**src/verilog/pin_change_pkg.sv**
```systemverilog
package pin_change_pkg;

  // ==========================================================================
  // Register map, byte addresses on the AXI4-Lite bus.
  localparam logic [4:0] ADDR_PORT_A_PINS      = 5'h00;
  localparam logic [4:0] ADDR_PORT_B_PINS      = 5'h04;
  localparam logic [4:0] ADDR_PORT_A_CHANGE_EN = 5'h08;
  localparam logic [4:0] ADDR_PORT_B_CHANGE_EN = 5'h0C;
  localparam logic [4:0] ADDR_CORE_INT_CTRL    = 5'h10;

  // ==========================================================================
  // Implemented bits and reset values.
  localparam logic [7:0] PORT_A_EN_MASK     = 8'hEF;
  localparam logic [7:0] PORT_B_EN_MASK_BIG = 8'hF3;
  localparam logic [7:0] PORT_B_EN_MASK_SML = 8'h03;
  localparam logic [7:0] PORT_A_PIN5_MASK   = 8'h20;
  localparam logic [7:0] ENABLE_RESET       = 8'h00;

  // Core interrupt control layout: bit 3 is the enable, bit 0 the flag.
  localparam int CTRL_IRQ_EN_BIT = 3;
  localparam int CTRL_FLAG_BIT   = 0;

  localparam logic [1:0] RESP_OKAY   = 2'b00;
  localparam logic [1:0] RESP_SLVERR = 2'b10;

  // ==========================================================================
  // Port pin pair carried as one group.
  typedef struct packed {
    logic [7:0] portA;
    logic [7:0] portB;
  } port_pair_t;

endpackage : pin_change_pkg

```
**src/verilog/port_pin_change_interrupt.sv**
```systemverilog
// What this block does
// Enabled pins differing from the last-read latch set the shared change flag.
// Flag still sets with the interrupt enable clear; no interrupt is raised then.
// Power-on reset clears every change-enable bit.
// Software reads a port to reload the latch, then clears the flag.
// A port write followed by a flag clear also ends the mismatch.
// A persisting mismatch keeps setting the flag despite clears.
// The latch survives external-pin reset; the flag re-sets on a mismatch.
// A pin change during a port access may be missed.
// A pin change wakes the device from sleep when the enable is set.
// Port A enables at bits 7-6, 5 and 3-0, reset to zero.
// Port A enable bit 4 is absent and reads zero.
// Port A pin 5 detection is off while it serves as external reset.
// Port B enables at 7-4 and 1-0; 3-2 read zero; 7-4 on large variant.
// Pins are synchronised before comparison.
//
// Added by the designer: the register offsets and the AXI4-Lite slave port.
`timescale 1ns/100ps

module port_pin_change_interrupt
  import pin_change_pkg::*;
#(
  parameter bit LARGE_PACKAGE = 1'b1
) (
  // Clock, resets and enable
  input  wire logic        sys_clk,
  input  wire logic        rst_n,
  input  wire logic        extResetPulse,
  input  wire logic        clkEn,
  // AXI4-Lite write address and data
  input  wire logic [4:0]  s_axi_awaddr,
  input  wire logic        s_axi_awvalid,
  output logic             s_axi_awready,
  input  wire logic [31:0] s_axi_wdata,
  input  wire logic [3:0]  s_axi_wstrb,
  input  wire logic        s_axi_wvalid,
  output logic             s_axi_wready,
  // AXI4-Lite write response
  output logic [1:0]       s_axi_bresp,
  output logic             s_axi_bvalid,
  input  wire logic        s_axi_bready,
  // AXI4-Lite read
  input  wire logic [4:0]  s_axi_araddr,
  input  wire logic        s_axi_arvalid,
  output logic             s_axi_arready,
  output logic [31:0]      s_axi_rdata,
  output logic [1:0]       s_axi_rresp,
  output logic             s_axi_rvalid,
  input  wire logic        s_axi_rready,
  // Port pins and configuration
  input  wire port_pair_t  portPins,
  input  wire logic        portAPin5IsExtReset,
  // Events
  output logic             pinChangeIrq,
  output logic             sleepWake
);

  // ==========================================================================
  // State.
  port_pair_t  sync1_r, sync2_r, lastRead_r, lastRead_nxt;
  logic [7:0]  enA_r, enA_nxt, enB_r, enB_nxt;
  logic        flag_r, flag_nxt, irqEn_r, irqEn_nxt;
  logic        irq_r, irq_nxt, wake_r, wake_nxt;
  logic        awRdy_r, awRdy_nxt, wRdy_r, wRdy_nxt, bValid_r, bValid_nxt;
  logic        arRdy_r, arRdy_nxt, rValid_r, rValid_nxt;
  logic [1:0]  bResp_r, bResp_nxt, rResp_r, rResp_nxt;
  logic [31:0] rData_r, rData_nxt;
  logic [4:0]  awAddr_r, awAddr_nxt;
  logic [31:0] wData_r, wData_nxt;
  logic        awHave_r, awHave_nxt, wHave_r, wHave_nxt;

  function automatic logic addrKnown(input logic [4:0] a);
    if (a == ADDR_PORT_A_PINS) begin
      return 1'b1;
    end else if (a == ADDR_PORT_B_PINS) begin
      return 1'b1;
    end else if (a == ADDR_PORT_A_CHANGE_EN) begin
      return 1'b1;
    end else if (a == ADDR_PORT_B_CHANGE_EN) begin
      return 1'b1;
    end else if (a == ADDR_CORE_INT_CTRL) begin
      return 1'b1;
    end else begin
      return 1'b0;
    end
  endfunction : addrKnown

  // ==========================================================================
  // Pin synchroniser; the first stage feeds only the second.
  always_ff @(posedge sys_clk or negedge rst_n) begin
    if (!rst_n) begin
      sync1_r <= '0;
      sync2_r <= '0;
    end else if (clkEn) begin
      sync1_r <= portPins;
      sync2_r <= sync1_r;
    end
  end

  // ==========================================================================
  // Mismatch detection.
  logic [7:0] effEnA, effEnB, bMask;
  logic       mismatch, doWrite, doRead, portAccess;
  logic [4:0] rdAddr;
  logic [31:0] wVal;

  always_comb begin
    bMask  = LARGE_PACKAGE ? PORT_B_EN_MASK_BIG : PORT_B_EN_MASK_SML;
    effEnA = enA_r & PORT_A_EN_MASK;
    if (portAPin5IsExtReset) begin
      effEnA = effEnA & ~PORT_A_PIN5_MASK;
    end
    effEnB   = enB_r & bMask;
    mismatch = |((sync2_r.portA ^ lastRead_r.portA) & effEnA) |
               |((sync2_r.portB ^ lastRead_r.portB) & effEnB);
  end

  // ==========================================================================
  // Bus and register next-state logic.
  always_comb begin
    awAddr_nxt = awAddr_r;
    wData_nxt  = wData_r;
    awHave_nxt = awHave_r;
    wHave_nxt  = wHave_r;
    awRdy_nxt  = awRdy_r;
    wRdy_nxt   = wRdy_r;
    bValid_nxt = bValid_r;
    bResp_nxt  = bResp_r;
    arRdy_nxt  = arRdy_r;
    rValid_nxt = rValid_r;
    rResp_nxt  = rResp_r;
    rData_nxt  = rData_r;
    enA_nxt    = enA_r;
    enB_nxt    = enB_r;
    irqEn_nxt  = irqEn_r;
    lastRead_nxt = lastRead_r;
    flag_nxt   = flag_r;
    doWrite    = 1'b0;
    doRead     = 1'b0;
    rdAddr     = s_axi_araddr;
    wVal       = wData_r;

    if (s_axi_awvalid && awRdy_r) begin
      awAddr_nxt = s_axi_awaddr;
      awHave_nxt = 1'b1;
      awRdy_nxt  = 1'b0;
    end
    if (s_axi_wvalid && wRdy_r) begin
      wData_nxt = s_axi_wdata;
      wHave_nxt = 1'b1;
      wRdy_nxt  = 1'b0;
    end
    if (awHave_r && wHave_r && !bValid_r) begin
      doWrite    = 1'b1;
      bValid_nxt = 1'b1;
      bResp_nxt  = addrKnown(awAddr_r) ? RESP_OKAY : RESP_SLVERR;
      awHave_nxt = 1'b0;
      wHave_nxt  = 1'b0;
    end
    if (bValid_r && s_axi_bready) begin
      bValid_nxt = 1'b0;
      awRdy_nxt  = 1'b1;
      wRdy_nxt   = 1'b1;
    end

    if (s_axi_arvalid && arRdy_r) begin
      doRead     = 1'b1;
      arRdy_nxt  = 1'b0;
      rValid_nxt = 1'b1;
      rResp_nxt  = addrKnown(rdAddr) ? RESP_OKAY : RESP_SLVERR;
      rData_nxt  = '0;
      if (rdAddr == ADDR_PORT_A_PINS) begin
        rData_nxt[7:0] = sync2_r.portA;
      end else if (rdAddr == ADDR_PORT_B_PINS) begin
        rData_nxt[7:0] = sync2_r.portB & bMask;
      end else if (rdAddr == ADDR_PORT_A_CHANGE_EN) begin
        rData_nxt[7:0] = enA_r & PORT_A_EN_MASK;
      end else if (rdAddr == ADDR_PORT_B_CHANGE_EN) begin
        rData_nxt[7:0] = enB_r & bMask;
      end else if (rdAddr == ADDR_CORE_INT_CTRL) begin
        rData_nxt[CTRL_IRQ_EN_BIT] = irqEn_r;
        rData_nxt[CTRL_FLAG_BIT]   = flag_r;
      end
    end
    if (rValid_r && s_axi_rready) begin
      rValid_nxt = 1'b0;
      arRdy_nxt  = 1'b1;
    end

    // A port read reloads the latch; a port write with wstrb[0] set does too, so the
    // mismatch ends either way before software clears the flag.
    portAccess = 1'b0;
    if (doRead && (rdAddr == ADDR_PORT_A_PINS ||
                   rdAddr == ADDR_PORT_B_PINS)) begin
      portAccess = 1'b1;
    end
    if (doWrite && s_axi_wstrb[0] && (awAddr_r == ADDR_PORT_A_PINS ||
                                      awAddr_r == ADDR_PORT_B_PINS)) begin
      portAccess = 1'b1;
    end
    if (portAccess) begin
      lastRead_nxt = sync2_r;
    end

    if (doWrite && s_axi_wstrb[0]) begin
      if (awAddr_r == ADDR_PORT_A_CHANGE_EN) begin
        enA_nxt = wVal[7:0] & PORT_A_EN_MASK;
      end else if (awAddr_r == ADDR_PORT_B_CHANGE_EN) begin
        enB_nxt = wVal[7:0] & bMask;
      end else if (awAddr_r == ADDR_CORE_INT_CTRL) begin
        irqEn_nxt = wVal[CTRL_IRQ_EN_BIT];
        if (wVal[CTRL_FLAG_BIT]) begin
          flag_nxt = 1'b0;
        end
      end
    end
    // The set wins over a clear. During a port access the stale compare
    // is skipped, which may miss a change landing in that very cycle.
    if (mismatch && !portAccess) begin
      flag_nxt = 1'b1;
    end
  end

  always_comb begin
    irq_nxt  = flag_r && irqEn_r;
    wake_nxt = flag_r && irqEn_r;
  end

  // ==========================================================================
  // The latch only sees power-on reset, never the external-pin reset.
  always_ff @(posedge sys_clk or negedge rst_n) begin
    if (!rst_n) begin
      lastRead_r <= '0;
    end else if (clkEn) begin
      lastRead_r <= lastRead_nxt;
    end
  end

  always_ff @(posedge sys_clk or negedge rst_n) begin
    if (!rst_n) begin
      enA_r    <= ENABLE_RESET;
      enB_r    <= ENABLE_RESET;
      irqEn_r  <= 1'b0;
      flag_r   <= 1'b0;
      irq_r    <= 1'b0;
      wake_r   <= 1'b0;
      awRdy_r  <= 1'b1;
      wRdy_r   <= 1'b1;
      bValid_r <= 1'b0;
      bResp_r  <= RESP_OKAY;
      arRdy_r  <= 1'b1;
      rValid_r <= 1'b0;
      rResp_r  <= RESP_OKAY;
      rData_r  <= '0;
      awAddr_r <= '0;
      wData_r  <= '0;
      awHave_r <= 1'b0;
      wHave_r  <= 1'b0;
    end else if (clkEn) begin
      if (extResetPulse) begin
        enA_r   <= ENABLE_RESET;
        enB_r   <= ENABLE_RESET;
        irqEn_r <= 1'b0;
        flag_r  <= 1'b0;
        irq_r   <= 1'b0;
        wake_r  <= 1'b0;
      end else begin
        enA_r   <= enA_nxt;
        enB_r   <= enB_nxt;
        irqEn_r <= irqEn_nxt;
        flag_r  <= flag_nxt;
        irq_r   <= irq_nxt;
        wake_r  <= wake_nxt;
      end
      awRdy_r  <= awRdy_nxt;
      wRdy_r   <= wRdy_nxt;
      bValid_r <= bValid_nxt;
      bResp_r  <= bResp_nxt;
      arRdy_r  <= arRdy_nxt;
      rValid_r <= rValid_nxt;
      rResp_r  <= rResp_nxt;
      rData_r  <= rData_nxt;
      awAddr_r <= awAddr_nxt;
      wData_r  <= wData_nxt;
      awHave_r <= awHave_nxt;
      wHave_r  <= wHave_nxt;
    end
  end

  assign s_axi_awready = awRdy_r;
  assign s_axi_wready  = wRdy_r;
  assign s_axi_bvalid  = bValid_r;
  assign s_axi_bresp   = bResp_r;
  assign s_axi_arready = arRdy_r;
  assign s_axi_rvalid  = rValid_r;
  assign s_axi_rresp   = rResp_r;
  assign s_axi_rdata   = rData_r;
  assign pinChangeIrq  = irq_r;
  assign sleepWake     = wake_r;

endmodule : port_pin_change_interrupt

```
**config.mk**
```make
export PLATFORM = sky130hd
export DESIGN_NAME = port_pin_change_interrupt
export DESIGN_NICKNAME = d
export VERILOG_FILES = /design/src/verilog/pin_change_pkg.sv /design/src/verilog/port_pin_change_interrupt.sv
export SDC_FILE = /design/constraint.sdc
export NUM_CORES = 1
export LEC_CHECK = 0
export ABC_AREA = 1
export BUFFER_PORTS_ARGS = -buffer_cell sky130_fd_sc_hd__buf_4
export CAP_MARGIN = 20
export CORE_ASPECT_RATIO = 1.25
export CORE_MARGIN = 3
export CORE_UTILIZATION = 35
export CTS_CLUSTER_DIAMETER = 120
export DETAILED_ROUTE_END_ITERATION = 7
export PLACE_DENSITY = 0.58
export SETUP_SLACK_MARGIN = 0.3
export SLEW_MARGIN = 25
export SYNTH_ARGS = -nofsm -noshare
export SYNTH_HDL_FRONTEND = slang
export SYNTH_SLANG_ARGS = --single-unit
```
**constraint.sdc**
```tcl
create_clock -name sys_clk -period 3.3 [get_ports sys_clk]
set_clock_uncertainty 0.1 [all_clocks]
set_input_delay 0.495 -clock sys_clk [delete_from_list [all_inputs] [get_ports sys_clk]]
set_output_delay 0.495 -clock sys_clk [all_outputs]
set_load 0.01 [all_outputs]
```
; ---- Word level (Yosys, flattened, before mapping)
; Cells that the tools add are included.
[totals]
inputBits = 72
output_inout_bits = 43
regBits = 99
[op_classes]
n_reduce_logical = 48
mux = 62
eq_ne = 12
bitwise_logic = 5
[op_table]
columns = op, count
row1 = $mux W8, 10
row2 = $mux W1, 48
row3 = $reduce_and A2 Y1, 11
row4 = $eq A5 B4 Y1 const B, 4
row5 = $reduce_bool A2 Y1, 10
row6 = $and A8 B8 Y8, 2
row7 = $reduce_or A8 Y1, 2
row8 = $xor A8 B8 Y8, 2
row9 = $logic_and A1 B1 Y1, 12
row10 = $eq A5 B3 Y1 const B, 2
row11 = $eq A5 B5 Y1 const B, 2
row12 = $logic_not A5 Y1, 2
row13 = $reduce_bool A3 Y1, 3
row14 = $mux W6, 1
row15 = $ne A3 B2 Y1 const B, 2
row16 = $reduce_and A6 Y1, 1
row17 = $reduce_and A5 Y1, 1
row18 = $mux W2, 2
row19 = $mux W4, 1
row20 = $ne A2 B2 Y1 const B, 2
row21 = $reduce_and A4 Y1, 1
row22 = $reduce_and A3 Y1, 1
row23 = $logic_not A1 Y1, 2
row24 = $logic_or A1 B1 Y1, 2
row25 = $or A1 B1 Y1, 1

; ---- Longest topological paths before layout
; Gate-level depths: netlist of the first run.
[logic_depth]
word_depth = 10
mapped_depth = 11

; ---- Worst setup path after synthesis of the first run
; OpenSTA, ideal clock, no wires.
[synth_path]
kind = register -> register
from = reg awAddr_r[1]
to = reg enB_r[5]
setup_slack_ns = 1.733
stages_incl_launch_ff = 5
required_ns = 3.075
period_less_slack_ns = 1.567
setup_time_ns = 0.125
path_buffers = 0
arrival_ns = 1.342
path_cell_list = dfrtp_1 nor2_1 nand3_1 a21oi_4 mux2_2
[synth_between]
elab_chain_len = 3
word_cells_on_any_way = 5
cone_classes = eq/ne (3) / reduce/logical (2)
[synth_rtl]
columns = element, line_no
row1 = start: declaration, port_pin_change_interrupt.sv:68  ; logic [4:0] awAddr_r, awAddr_nxt;
row2 = start signal: assignment, port_pin_change_interrupt.sv:283  ; awAddr_r <= awAddr_nxt;
row3 = "$eq A5 B4 Y1, on equally long branches", "port_pin_change_interrupt.sv:206, port_pin_change_interrupt.sv:208"
row4 = $ne A2 B2 Y1 (no source line) / $reduce_bool A2 Y1 (equally long branches), --
row5 = $reduce_and A4 Y1 (no source line) *, --
row6 = end signal: assignment, port_pin_change_interrupt.sv:269  ; enB_r <= enB_nxt;
row7 = end: declaration, port_pin_change_interrupt.sv:61  ; logic [7:0] enA_r, enA_nxt, enB_r, enB_nxt;
; Mark *: on every way between the ends. The rest lies on a longest branch, timed or not.
; A chain may end at the register's enable or synchronous reset.

; ---- Final worst setup path of the first run
[layout_path]
from = in clkEn
to = reg enB_r[5]
[layout_between]
elab_chain_len = 1
[layout_rtl]
columns = element, line_no
row1 = start: declaration, port_pin_change_interrupt.sv:29  ; input wire logic clkEn,
row2 = $reduce_and A4 Y1 (no source line), --
; No other way between the ends.

==> results.md, run 1 <==
- Clk_lat worst skew: 0.35 ns
- CTS tree: done
- Critical path arrival: 1.93 ns
- Largest area contributor in the netlist: dfrtp_1
- Max incr delay on CP: around 0.41 ns
- Setup Viol. Count Final: 0
- H-tree depth: 3
- Worst Setup End Kind: flop
- Unique masters post-synth: 28
- Max Cap Viol: 0
- Synth Register Bits: 87
- DIE WIDTH: 104 µm
- WS Path Type: input pin to flop
- Slowest stage cell, crit path: buf_4
- Critical path cell sequence: buf_4 -> buf_4 -> nand2_1 -> a21oi_4 -> mux2_2
- Worst-margin pin slew: approximately 0.78 ns
- Ys flop type: dfrtp_1
- Area grow syn2layout: 18.3%
- Pwr Density: 645 nW/µm²
- CTS resizes: 0
- RR Startpoint: awAddr_r[1]$_DFFE_PN0P_
- Worst path most repeated cell: buf_4
- Chip height: between 100 and 150 µm
- DRC: 0
- Post-CTS setup buffer count: 0
- Register area share after synthesis: 52.2%
- Core footprint: 11400 µm²
- Worst reg2reg path endpoint: enB_r[5]$_DFFE_PN0P_
- Path type of the worst min-delay path: input pin to async pin
- Tcrit/Tclk final: 54.5%
- VDD IR-drop max: between 0.3 and 0.4 mV
- Post-Synthesis Cells: approximately 530
- Layout cells sized above 1: 16.7%
- Area share of the largest cell type after synthesis: between 50 and 60%
- Post-Route WL: 9.23 mm
- Initial Util: 36.8%
- R2R Setup Slk: around 1.6 ns
- M1 WL: around 4.3 mm
- Initial antenna violation count: 0
- Num CTS Buffers: 9
- Delay-heaviest family, CP: buffers and inverters
- Final Max Slew Viols: 0
- Rel. slew slack: 47.7%
- Post-route setup TNS: 0 ns
- Clk buf depth: 2
- Core Util, Final: a little over two fifths
- Met2 wire len: 4.35 mm
- Critical Path Start Type: input pin
- Hold buffers post-CTS: 0
- Leak pwr: 2.51 nW
- Fraction of registers with async set/reset: 100%
- DR vias/cell: 4.44
- Post-synth EDFFs: 0
- Avg Inst Size Synth: 7.92 µm²
- DP Wirelength: 6.78 mm
- WP depth: 5
- Gr usage total: 14.7%
- Worst r2r path cells: 4
- Fmax: roughly 560 MHz
- TritonRoute pass-1 iters: 4
- Nets: approximately 660
- DR WL/cell: 12.3 µm
- FILL cells: between 1000 and 1500
- Sink Count: 87
- Synth top area cells: dfrtp_1 (50%), nand2_1 (17%), o21ai_0 (4.9%), buf_4 (4.9%), inv_1 (4.8%)
- Routed Antenna Nets: 0
- Row count: 43
- Die footprint: 13300 µm²
- Vias in the first global route: 3251
- Root Buffer: clkbuf_16
- RSZ-0062 raised after global routing: no
- Data required time of the critical path: 3.43 ns
- ANT cells: 0
- Met3 Routed Length: 450 µm
- WP buf/inv: 2
- Tmin final: approximately 1.8 ns
- Hold Violations, Final: 0
- Status: finished clean
- Largest net degree at the start of global routing: between 80 and 90
- Gr ovfl total: 0
- Top routing layer used: met4
- Port bufs: 59
- Detailed-route via count: around 3300
- Clock slew at reported path FFs: about 0.07 ns
- Initial DRC Count: 180
- Max FO, Critical Path: 50
- Ys Warns: 0
- Mapped Area: approximately 4200 µm²
- Placer's final routability congestion estimate: 0.837
- First-pass GRT wire length: 15.6 mm
- Ports: 115
## kinds of logic (layout without fill, tap and decap cells)
group	Yosys count	count (layout)	share of synthesized area, %
buffers and inverters	98	138	11.6
other	1	26	0.0898
DFF	87	87	52.2
AOI/OAI and AO/OA	75	75	9.86
and+or+nand+nor	264	264	25.7
muxes	2	2	0.539
## registers in the layout, summed over array words and instances, names as in the netlist, 5 cells and up
signal,count
enA_r,7
wData_r,8
sync2_r,14
enB_r,6
awAddr_r,5
sync1_r,14
s_axi_rdata,8
lastRead_r,13
## synthesized netlist by cell type (2+ instances only)
cell      instances
a21oi_1           7
buf_4            27
buf_6             2
clkbuf_1          7
dfrtp_1          84
dfstp_2           3
inv_1            53
inv_2             8
mux2_2            2
nand2_1         193
nand3_1          26
nand4_1           2
nor2_1           36
nor2_2            2
nor4_2            2
o211ai_1          2
o21a_1            2
o21ai_0          41
o21ai_1          17
o22ai_1           3
## cells in the final DEF, fill, tap and decap left out, types with 2 or more instances in the layout
master	netlist	layout
clkinv_2	0	3
a21oi_1	7	7
mux2_2	2	2
nand2_1	193	193
nor2_1	36	36
o211ai_1	2	2
nor2_2	2	2
o22ai_1	3	3
inv_1	53	53
conb_1	1	26
clkbuf_16	0	9
dfrtp_1	84	84
dfstp_2	3	3
clkinvlp_4	0	3
nand3_1	26	26
inv_2	8	8
nand4_1	2	2
nor4_2	2	2
buf_4	27	60
o21ai_1	17	17
o21a_1	2	2
o21ai_0	41	41
## layout make-up
type | count | area, µm² | share of cell area, %
repair buffers | 61 | 462 | 9.35
clock buffers | 10 | 229 | 4.64
inverters | 61 | 229 | 4.64
flip-flops and latches | 87 | 2180 | 44.2
multi-input cells | 367 | 1600 | 32.5
clock inverters | 6 | 37.5 | 0.760
well taps | 157 | 196 | 3.98
## metrics by stage
stage,power (mW),hold slack (ns),cells,worst slack (ns),cell area (µm²)
after global routing,3.42,0.174,749,1.34,4940
after CTS,3.22,0.148,749,1.50,4940
after detailed placement,2.29,0.359,733,1.14,4670
after global placement,2.26,0.357,733,1.16,4670
final,3.18,0.0941,749,1.50,4940
after floorplan,2.03,0.0994,552,1.73,4270
## how the worst max path moves through the flow
stage	to	start	slack, ns
detailed placement	enB_r[6]$_DFFE_PN0P_	clkEn	1.14
CTS	enB_r[5]$_DFFE_PN0P_	clkEn	1.50
floorplan	enB_r[5]$_DFFE_PN0P_	awAddr_r[1]$_DFFE_PN0P_	1.73
global route	enA_r[0]$_DFFE_PN0P_	clkEn	1.34
finish	enB_r[5]$_DFFE_PN0P_	clkEn	1.50
global placement	enB_r[6]$_DFFE_PN0P_	clkEn	1.16
## layer usage
layer	global-route usage, %	vias up
met5	0	-
met4	5.79	0
met3	3.83	12
met2	24.4	79
met1	18.4	1517
li1	-	1717
## power breakdown
| part | total (mW) | switching (mW) | internal [mW] |
|---|---|---|---|
| sequential | 1.57 | 0.219 | 1.35 |
| combinational | 0.698 | 0.415 | 0.283 |
| clock | 0.916 | 0.410 | 0.505 |
| total | 3.18 | 1.04 | 2.14 |
(Power assumes the default switching activity.)
==> inputs of run 2 (changes only) <==
==> constraint.sdc (replaced) <==
create_clock -name sys_clk -period 1.9 [get_ports sys_clk]
set_clock_uncertainty 0.1 [all_clocks]
set_input_delay 0.285 -clock sys_clk [delete_from_list [all_inputs] [get_ports sys_clk]]
set_output_delay 0.285 -clock sys_clk [all_outputs]
set_load 0.01 [all_outputs]
==> run 2 against run 1 <==
  * Utilization up 2.4 points
  * Via count up 6.3%
  * Register-to-register slack got worse by 1.2 ns
  * Worst setup slack lost 1.2 ns
  * Flip-flop and latch count did not move
  * Non-clock buffer count grew 16
  * Clock-buffer cell count is 3 higher
  * Power up 83%
  * Largest cell class unchanged
==> results.md, run 2 (same netlist as run 1, synthesis figures left out) <==
- Status: finished clean (unchanged)
- Layout cells sized above 1: 20.5% (was 16.7%)
- CTS tree: done (unchanged)
- Post-Route WL: 9.90 mm (was 9.23 mm)
- R2R Setup Slk: 0.34 ns (was 1.57 ns)
- Final Max Slew Viols: 0 (unchanged)
- Pwr Density: 1120 nW/µm² (was 645 nW/µm²)
- Setup WS post-layout: 0.336 ns (was 1.50 ns)
- Setup Viol. Count Final: 0 (unchanged)
- Cells after DPL: 743 (was 733)
- Commonest non-fill, non-tap cell in the layout: nand2_1 (unchanged)
- Max Cap Viol: 0 (unchanged)
- Chip height: 128 µm (unchanged)
- Clock slew at reported path FFs: 0.06 ns (was 0.07 ns)
- DP Wirelength: 7.16 mm (was 6.78 mm)
- ANT cells: 0 (unchanged)
- Sink Count: 87 (unchanged)
- Vias in the first global route: 3308 (was 3251)
- Root Buffer: clkbuf_16 (unchanged)
- Most frequent cells in the layout: nand2_1 (190), dfrtp_1 (84), buf_4 (72) (was nand2_1 (193), dfrtp_1 (84), buf_4 (60))
- Path type of the worst min-delay path: input pin to flop (was input pin to async pin)
- Area grow syn2layout: 24.7% (was 18.3%)
- RSZ-0062 raised after global routing: yes (was no)
- Tmin final: 1.56 ns
- Clk buf depth: 2 (unchanged)
- DRC: 0 (unchanged)
- H-tree depth: 3 (unchanged)
- TritonRoute pass-1 iters: 6 (was 4)
- Fmax: 640 MHz
- Die footprint: 13300 µm² (unchanged)
- Initial DRC Count: 192 (was 180)
- Num CTS Buffers: 9 (unchanged)
- Initial antenna violation count: 0 (unchanged)
- Leak pwr: 2.65 nW (was 2.51 nW)
- Routed Antenna Nets: 0 (unchanged)
- Gr ovfl total: 0 (unchanged)
- Port bufs: 59 (unchanged)
- First-pass GRT wire length: 16.2 mm (was 15.6 mm)
- VDD IR-drop max: 0.544 mV (was 0.300 mV)
- Critical Path Start Type: flop (was input pin)
- Largest net degree at the start of global routing: 49 (was 88)
- Max FO, Critical Path: 5 (was 50)
- Data required time of the critical path: 2.02 ns (was 3.43 ns)
- Ports: 115 (unchanged)
- WS Path Type: flop to flop (was input pin to flop)
- DR vias/cell: 4.61 (was 4.44)
- Tcrit/Tclk final: 82.3%
- Row count: 43 (unchanged)
- DR WL/cell: 12.9 µm (was 12.3 µm)
- Clk_lat worst skew: 0.34 ns (was 0.35 ns)
- Hold Violations, Final: 0 (unchanged)
- Setup slack at placement: 0.233 ns (was 1.14 ns)
- Core footprint: 11400 µm² (unchanged)
- Worst Setup End Kind: flop (unchanged)
- DIE WIDTH: 104 µm (unchanged)
- Gr usage total: 15.2% (was 14.7%)
- Biggest regs: sync1_r: 14 flops, sync2_r: 14 flops, lastRead_r: 13 flops (unchanged)
- Initial Util: 36.8% (unchanged)
- Final Non-Filler Cells: 766 (was 749)
- Nets: 676 (was 659)
- Detailed-route via count: 3535 (was 3325)
- Post-route setup TNS: 0 ns (unchanged)
- Placer's final routability congestion estimate: 0.843 (was 0.837)
- Critical path arrival: 1.68 ns (was 1.93 ns)
run 2: path summary, 6_finish.rpt:
| check | from | endpoint | depth (start not counted) |
|---|---|---|---|
| min in group asynchronous | rst_n | lastRead_r[15]$_DFFE_PN0P_ | 2 |
| worst min-delay path | s_axi_wdata[7] | wData_r[7]$_DFFE_PN0P_ | 3 |
| worst max-delay path | s_axi_bvalid$_DFFE_PN0P_ | enB_r[5]$_DFFE_PN0P_ | 6 |
| worst max register to register | s_axi_bvalid$_DFFE_PN0P_ | enB_r[5]$_DFFE_PN0P_ | 6 |
| worst min register to register | wData_r[3]$_DFFE_PN0P_ | wData_r[3]$_DFFE_PN0P_ | 2 |
| max in group asynchronous | rst_n | s_axi_arready$_DFFE_PN1P_ | 3 |
run 2: layer usage:
layer  up-vias  wire length (µm)  GRT usage (%)
met2        95              4720           25.5
li1       1754                 -              -
met1      1672              4510           19.4
met3        14               476           2.97
met5         -                 0              0
met4         0               188           6.57
run 2: power breakdown:
group / total [mW] / internal (mW) / leakage [nW] / switching (mW)
logic: 1.29 / 0.548 / 1.38 / 0.746
clock network: 1.78 / 1.09 / 0.146 / 0.687
registers: 2.75 / 2.35 / 1.12 / 0.403
run 2: cell type report:
type                    instances  area, µm²
multi-input cells             368       1680
fillers                      1119       6150
inverters                      61        229
well taps                     157        196
repair buffers                 77        622
clock buffers                  13        260
clock inverters                 3       42.5
flip-flops and latches         87       2180
run 2: what timing repair did:
action,in CTS,in global routing
gates cloned,0,1
pin swaps,0,4
endpoints found under the setup margin,7,27
setup buffers,0,5
endpoints found under the hold margin,31,0
resized for setup,3,19
hold buffers,1,0
run 2: critical path, cell delays in order (launching register included):
cell	delay [ns]
dfrtp_1	0.40
inv_2	0.07
nand4_1	0.14
nand2_2	0.12
nand2_4	0.08
a21oi_4	0.22
mux2_4	0.32
run 2: through the flow:
stage | util, % | hold slack [ns] | total power, mW | area, µm²
2_1_floorplan | - | -0.111 | 3.52 | 4270
3_3_place_gp | 42.1 | 0.188 | 3.95 | 4780
3_5_place_dp | 42.1 | 0.190 | 4.00 | 4780
4_1_cts | 44.9 | 0.0298 | 5.82 | 5100
5_1_grt | 45.9 | 0.0441 | 6.24 | 5210
6_report | 45.9 | 0.0422 | 5.82 | 5210
==> inputs of run 3 (changes only) <==
--- a/config.mk
+++ b/config.mk
@@ -13,7 +13,7 @@
 export CORE_UTILIZATION = 35
 export CTS_CLUSTER_DIAMETER = 120
 export DETAILED_ROUTE_END_ITERATION = 7
-export PLACE_DENSITY = 0.58
+export PLACE_DENSITY = 0.6
 export SETUP_SLACK_MARGIN = 0.3
 export SLEW_MARGIN = 25
 export SYNTH_ARGS = -nofsm -noshare
==> constraint.sdc (replaced) <==
create_clock -name sys_clk -period 1.4 [get_ports sys_clk]
set_clock_uncertainty 0.1 [all_clocks]
set_input_delay 0.21 -clock sys_clk [delete_from_list [all_inputs] [get_ports sys_clk]]
set_output_delay 0.21 -clock sys_clk [all_outputs]
set_load 0.01 [all_outputs]
==> run 3 against run 2 <==
  * The flow now finishes with violations (negative setup slack)
  * Non-clock buffer count increased by 78
  * Wire length increased by 14%
  * Sequential share of layout area decreased by 7.2 points
  * Die area unchanged
  * Register-to-register slack got worse by 0.45 ns
  * Largest cell class unchanged
  * Largest power group unchanged
==> results.md, run 3 (same netlist as run 1, synthesis figures left out) <==
- Failing checks: negative setup slack
- DR vias/cell: 4.53 (was 4.61)
- First-pass GRT wire length: 18.4 mm (was 16.2 mm)
- Met1 Track Usage GR: 20.5% (was 19.4%)
- Biggest regs: sync1_r: 14 flops, sync2_r: 14 flops, lastRead_r: 13 flops (unchanged)
- Core Util, Final: 55.4% (was 45.9%)
- Placer's final routability congestion estimate: 0.917 (was 0.843)
- Detailed-route via count: 3844 (was 3535)
- DIE WIDTH: 104 µm (unchanged)
- Critical Path Start Type: flop (unchanged)
- CTS tree: done (unchanged)
- Nets: 758 (was 676)
- TritonRoute pass-1 iters: 4 (was 6)
- Max Cap Viol: 0 (unchanged)
- FILL cells: 1043 (was 1119)
- Port bufs: 59 (unchanged)
- Area grow syn2layout: 50.7% (was 24.7%)
- Initial Util: 36.8% (unchanged)
- Worst Setup End Kind: flop (unchanged)
- Leak pwr: 3.12 nW (was 2.65 nW)
- Tmin final: 1.51 ns (was 1.56 ns)
- Layout cells sized above 1: 34.4% (was 20.5%)
- GRT busiest layer: met2 (unchanged)
- Final Non-Filler Cells: 848 (was 766)
- Die footprint: 13300 µm² (unchanged)
- Hold Violations, Final: 0 (unchanged)
- Clock slew at reported path FFs: 0.06 ns (about the same)
- Post-route setup TNS: -1.61 ns (was 0 ns)
- Path type of the worst min-delay path: input pin to flop (unchanged)
- Num CTS Buffers: 9 (unchanged)
- Gr ovfl total: 0 (unchanged)
- DR WL/cell: 13.3 µm (was 12.9 µm)
- Min Hold Slack: 0.0269 ns (was 0.0422 ns)
- Sink Count: 87 (unchanged)
- Core footprint: 11400 µm² (unchanged)
- Critical path arrival: 1.64 ns (was 1.68 ns)
- Largest net degree at the start of global routing: 27 (was 49)
- Row count: 43 (unchanged)
- H-tree depth: 3 (unchanged)
- DRC: 0 (unchanged)
- Ports: 115 (unchanged)
- Cells after DPL: 775 (was 743)
- Clk buf depth: 2 (unchanged)
- Root Buffer: clkbuf_16 (unchanged)
- VDD IR-drop max: 0.937 mV (was 0.544 mV)
- Gr usage total: 17.4% (was 15.2%)
- Data required time of the critical path: 1.53 ns (was 2.02 ns)
- Status: finished, violations left (was finished clean)
- ANT cells: 0 (unchanged)
- Setup Viol. Count Final: 33 (was 0)
- Post-Route WL: 11.3 mm (was 9.90 mm)
- Setup WS post-layout: -0.110 ns (was 0.336 ns)
- Tcrit/Tclk final: 108% (was 82.3%)
- Most frequent cells in the layout: nand2_1 (162), buf_4 (89), dfrtp_1 (84) (was nand2_1 (190), dfrtp_1 (84), buf_4 (72))
- Initial antenna violation count: 0 (unchanged)
- Vias in the first global route: 3853 (was 3308)
- Chip height: 128 µm (unchanged)
- Commonest non-fill, non-tap cell in the layout: nand2_1 (unchanged)
- Met3 Use GR: 2.27% (was 2.97%)
- Fmax: 662 MHz (was 640 MHz)
- Max FO, Critical Path: 4 (was 5)
- Pwr Density: 1430 nW/µm² (was 1120 nW/µm²)
- Met2 usage: 31.6% (was 25.5%)
- RSZ-0062 raised after global routing: yes (unchanged)
- Initial DRC Count: 142 (was 192)
- Routed Antenna Nets: 0 (unchanged)
- DP Wirelength: 7.81 mm (was 7.16 mm)
- Clk_lat worst skew: 0.34 ns (about the same)
- WS Path Type: flop to flop (unchanged)
- Final Max Slew Viols: 0 (unchanged)
run 3: changes by cell type in the layout (fill, tap and decap cells not counted), sizes merged:
cell and change:
buf +51, dlygate4sd3 +27, nand2 +2, bufinv +1
clkbuf -1, clkinv +1, nor2 +1
run 3: worst paths after layout:
path                                    startpoint                 endpoint  slack [ns]  cells after the start
setup / recovery           awAddr_r[1]$_DFFE_PN0P_     enB_r[6]$_DFFE_PN0P_       -0.11                      5
hold / removal                       extResetPulse    sleepWake$_DFFE_PN0P_        0.03                      2
setup reg to reg           awAddr_r[1]$_DFFE_PN0P_     enB_r[6]$_DFFE_PN0P_       -0.11                      5
hold reg to reg            sync1_r[13]$_DFFE_PN0P_  sync1_r[13]$_DFFE_PN0P_        0.37                      2
max in group asynchronous                    rst_n  sync1_r[13]$_DFFE_PN0P_        0.46                      3
min in group asynchronous                    rst_n  sync2_r[12]$_DFFE_PN0P_        0.23                      2
run 3: power by group:
part	leakage, nW	total [mW]	internal [mW]	switching, mW
clock	0.151	2.51	1.56	0.946
sequential	1.12	3.75	3.18	0.566
combinational	1.85	2.75	1.37	1.39
total	3.12	9.01	6.11	2.90
run 3: worst max-delay path: stages, from the launching register on:
cell and delay (ns):
dfrtp_1 0.40, nor2_4 0.13, buf_6 0.12, nand3_2 0.10
a21oi_4 0.23, mux2_4 0.32
run 3: per-stage QoR:
stage	cell area (µm²)	total power, mW	setup slack [ns]
4_1_cts	6050	8.68	-0.0624
2_1_floorplan	4330	4.87	-0.0989
5_1_grt	6290	9.57	-0.151
3_5_place_dp	5050	5.78	-0.127
3_3_place_gp	5050	5.71	-0.0924
6_report	6290	9.01	-0.110
run 3: layout make-up:
cell class                 count  area, µm²  share of cell area, %
clock buffer                  12        236                   3.76
clock inverter                 4       70.1                   1.11
inverter                      61        249                   3.96
multi-input combinational    371       1950                   31.0
sequential                    87       2180                   34.7
tap                          157        196                   3.12
timing repair buffer         155       1400                   22.3
timing repair inverter         1       7.51                  0.119
run 3: layer usage:
metal | share of wire (%) | wire length (µm) | vias up
li1 | - | - | 1928
met1 | 42 | 4730 | 1811
met2 | 52 | 5880 | 85
met3 | 3.3 | 367 | 20
met4 | 2.7 | 309 | 0
met5 | 0 | 0 | -
run 3: what timing repair did:
item,CTS,global route
endpoints found under the hold margin,58,0
endpoints found under the setup margin,72,73
hold buffers,28,0
gates cloned,6,0
gates resized for setup,79,58
pin swaps,21,22
buffers inserted,13,10
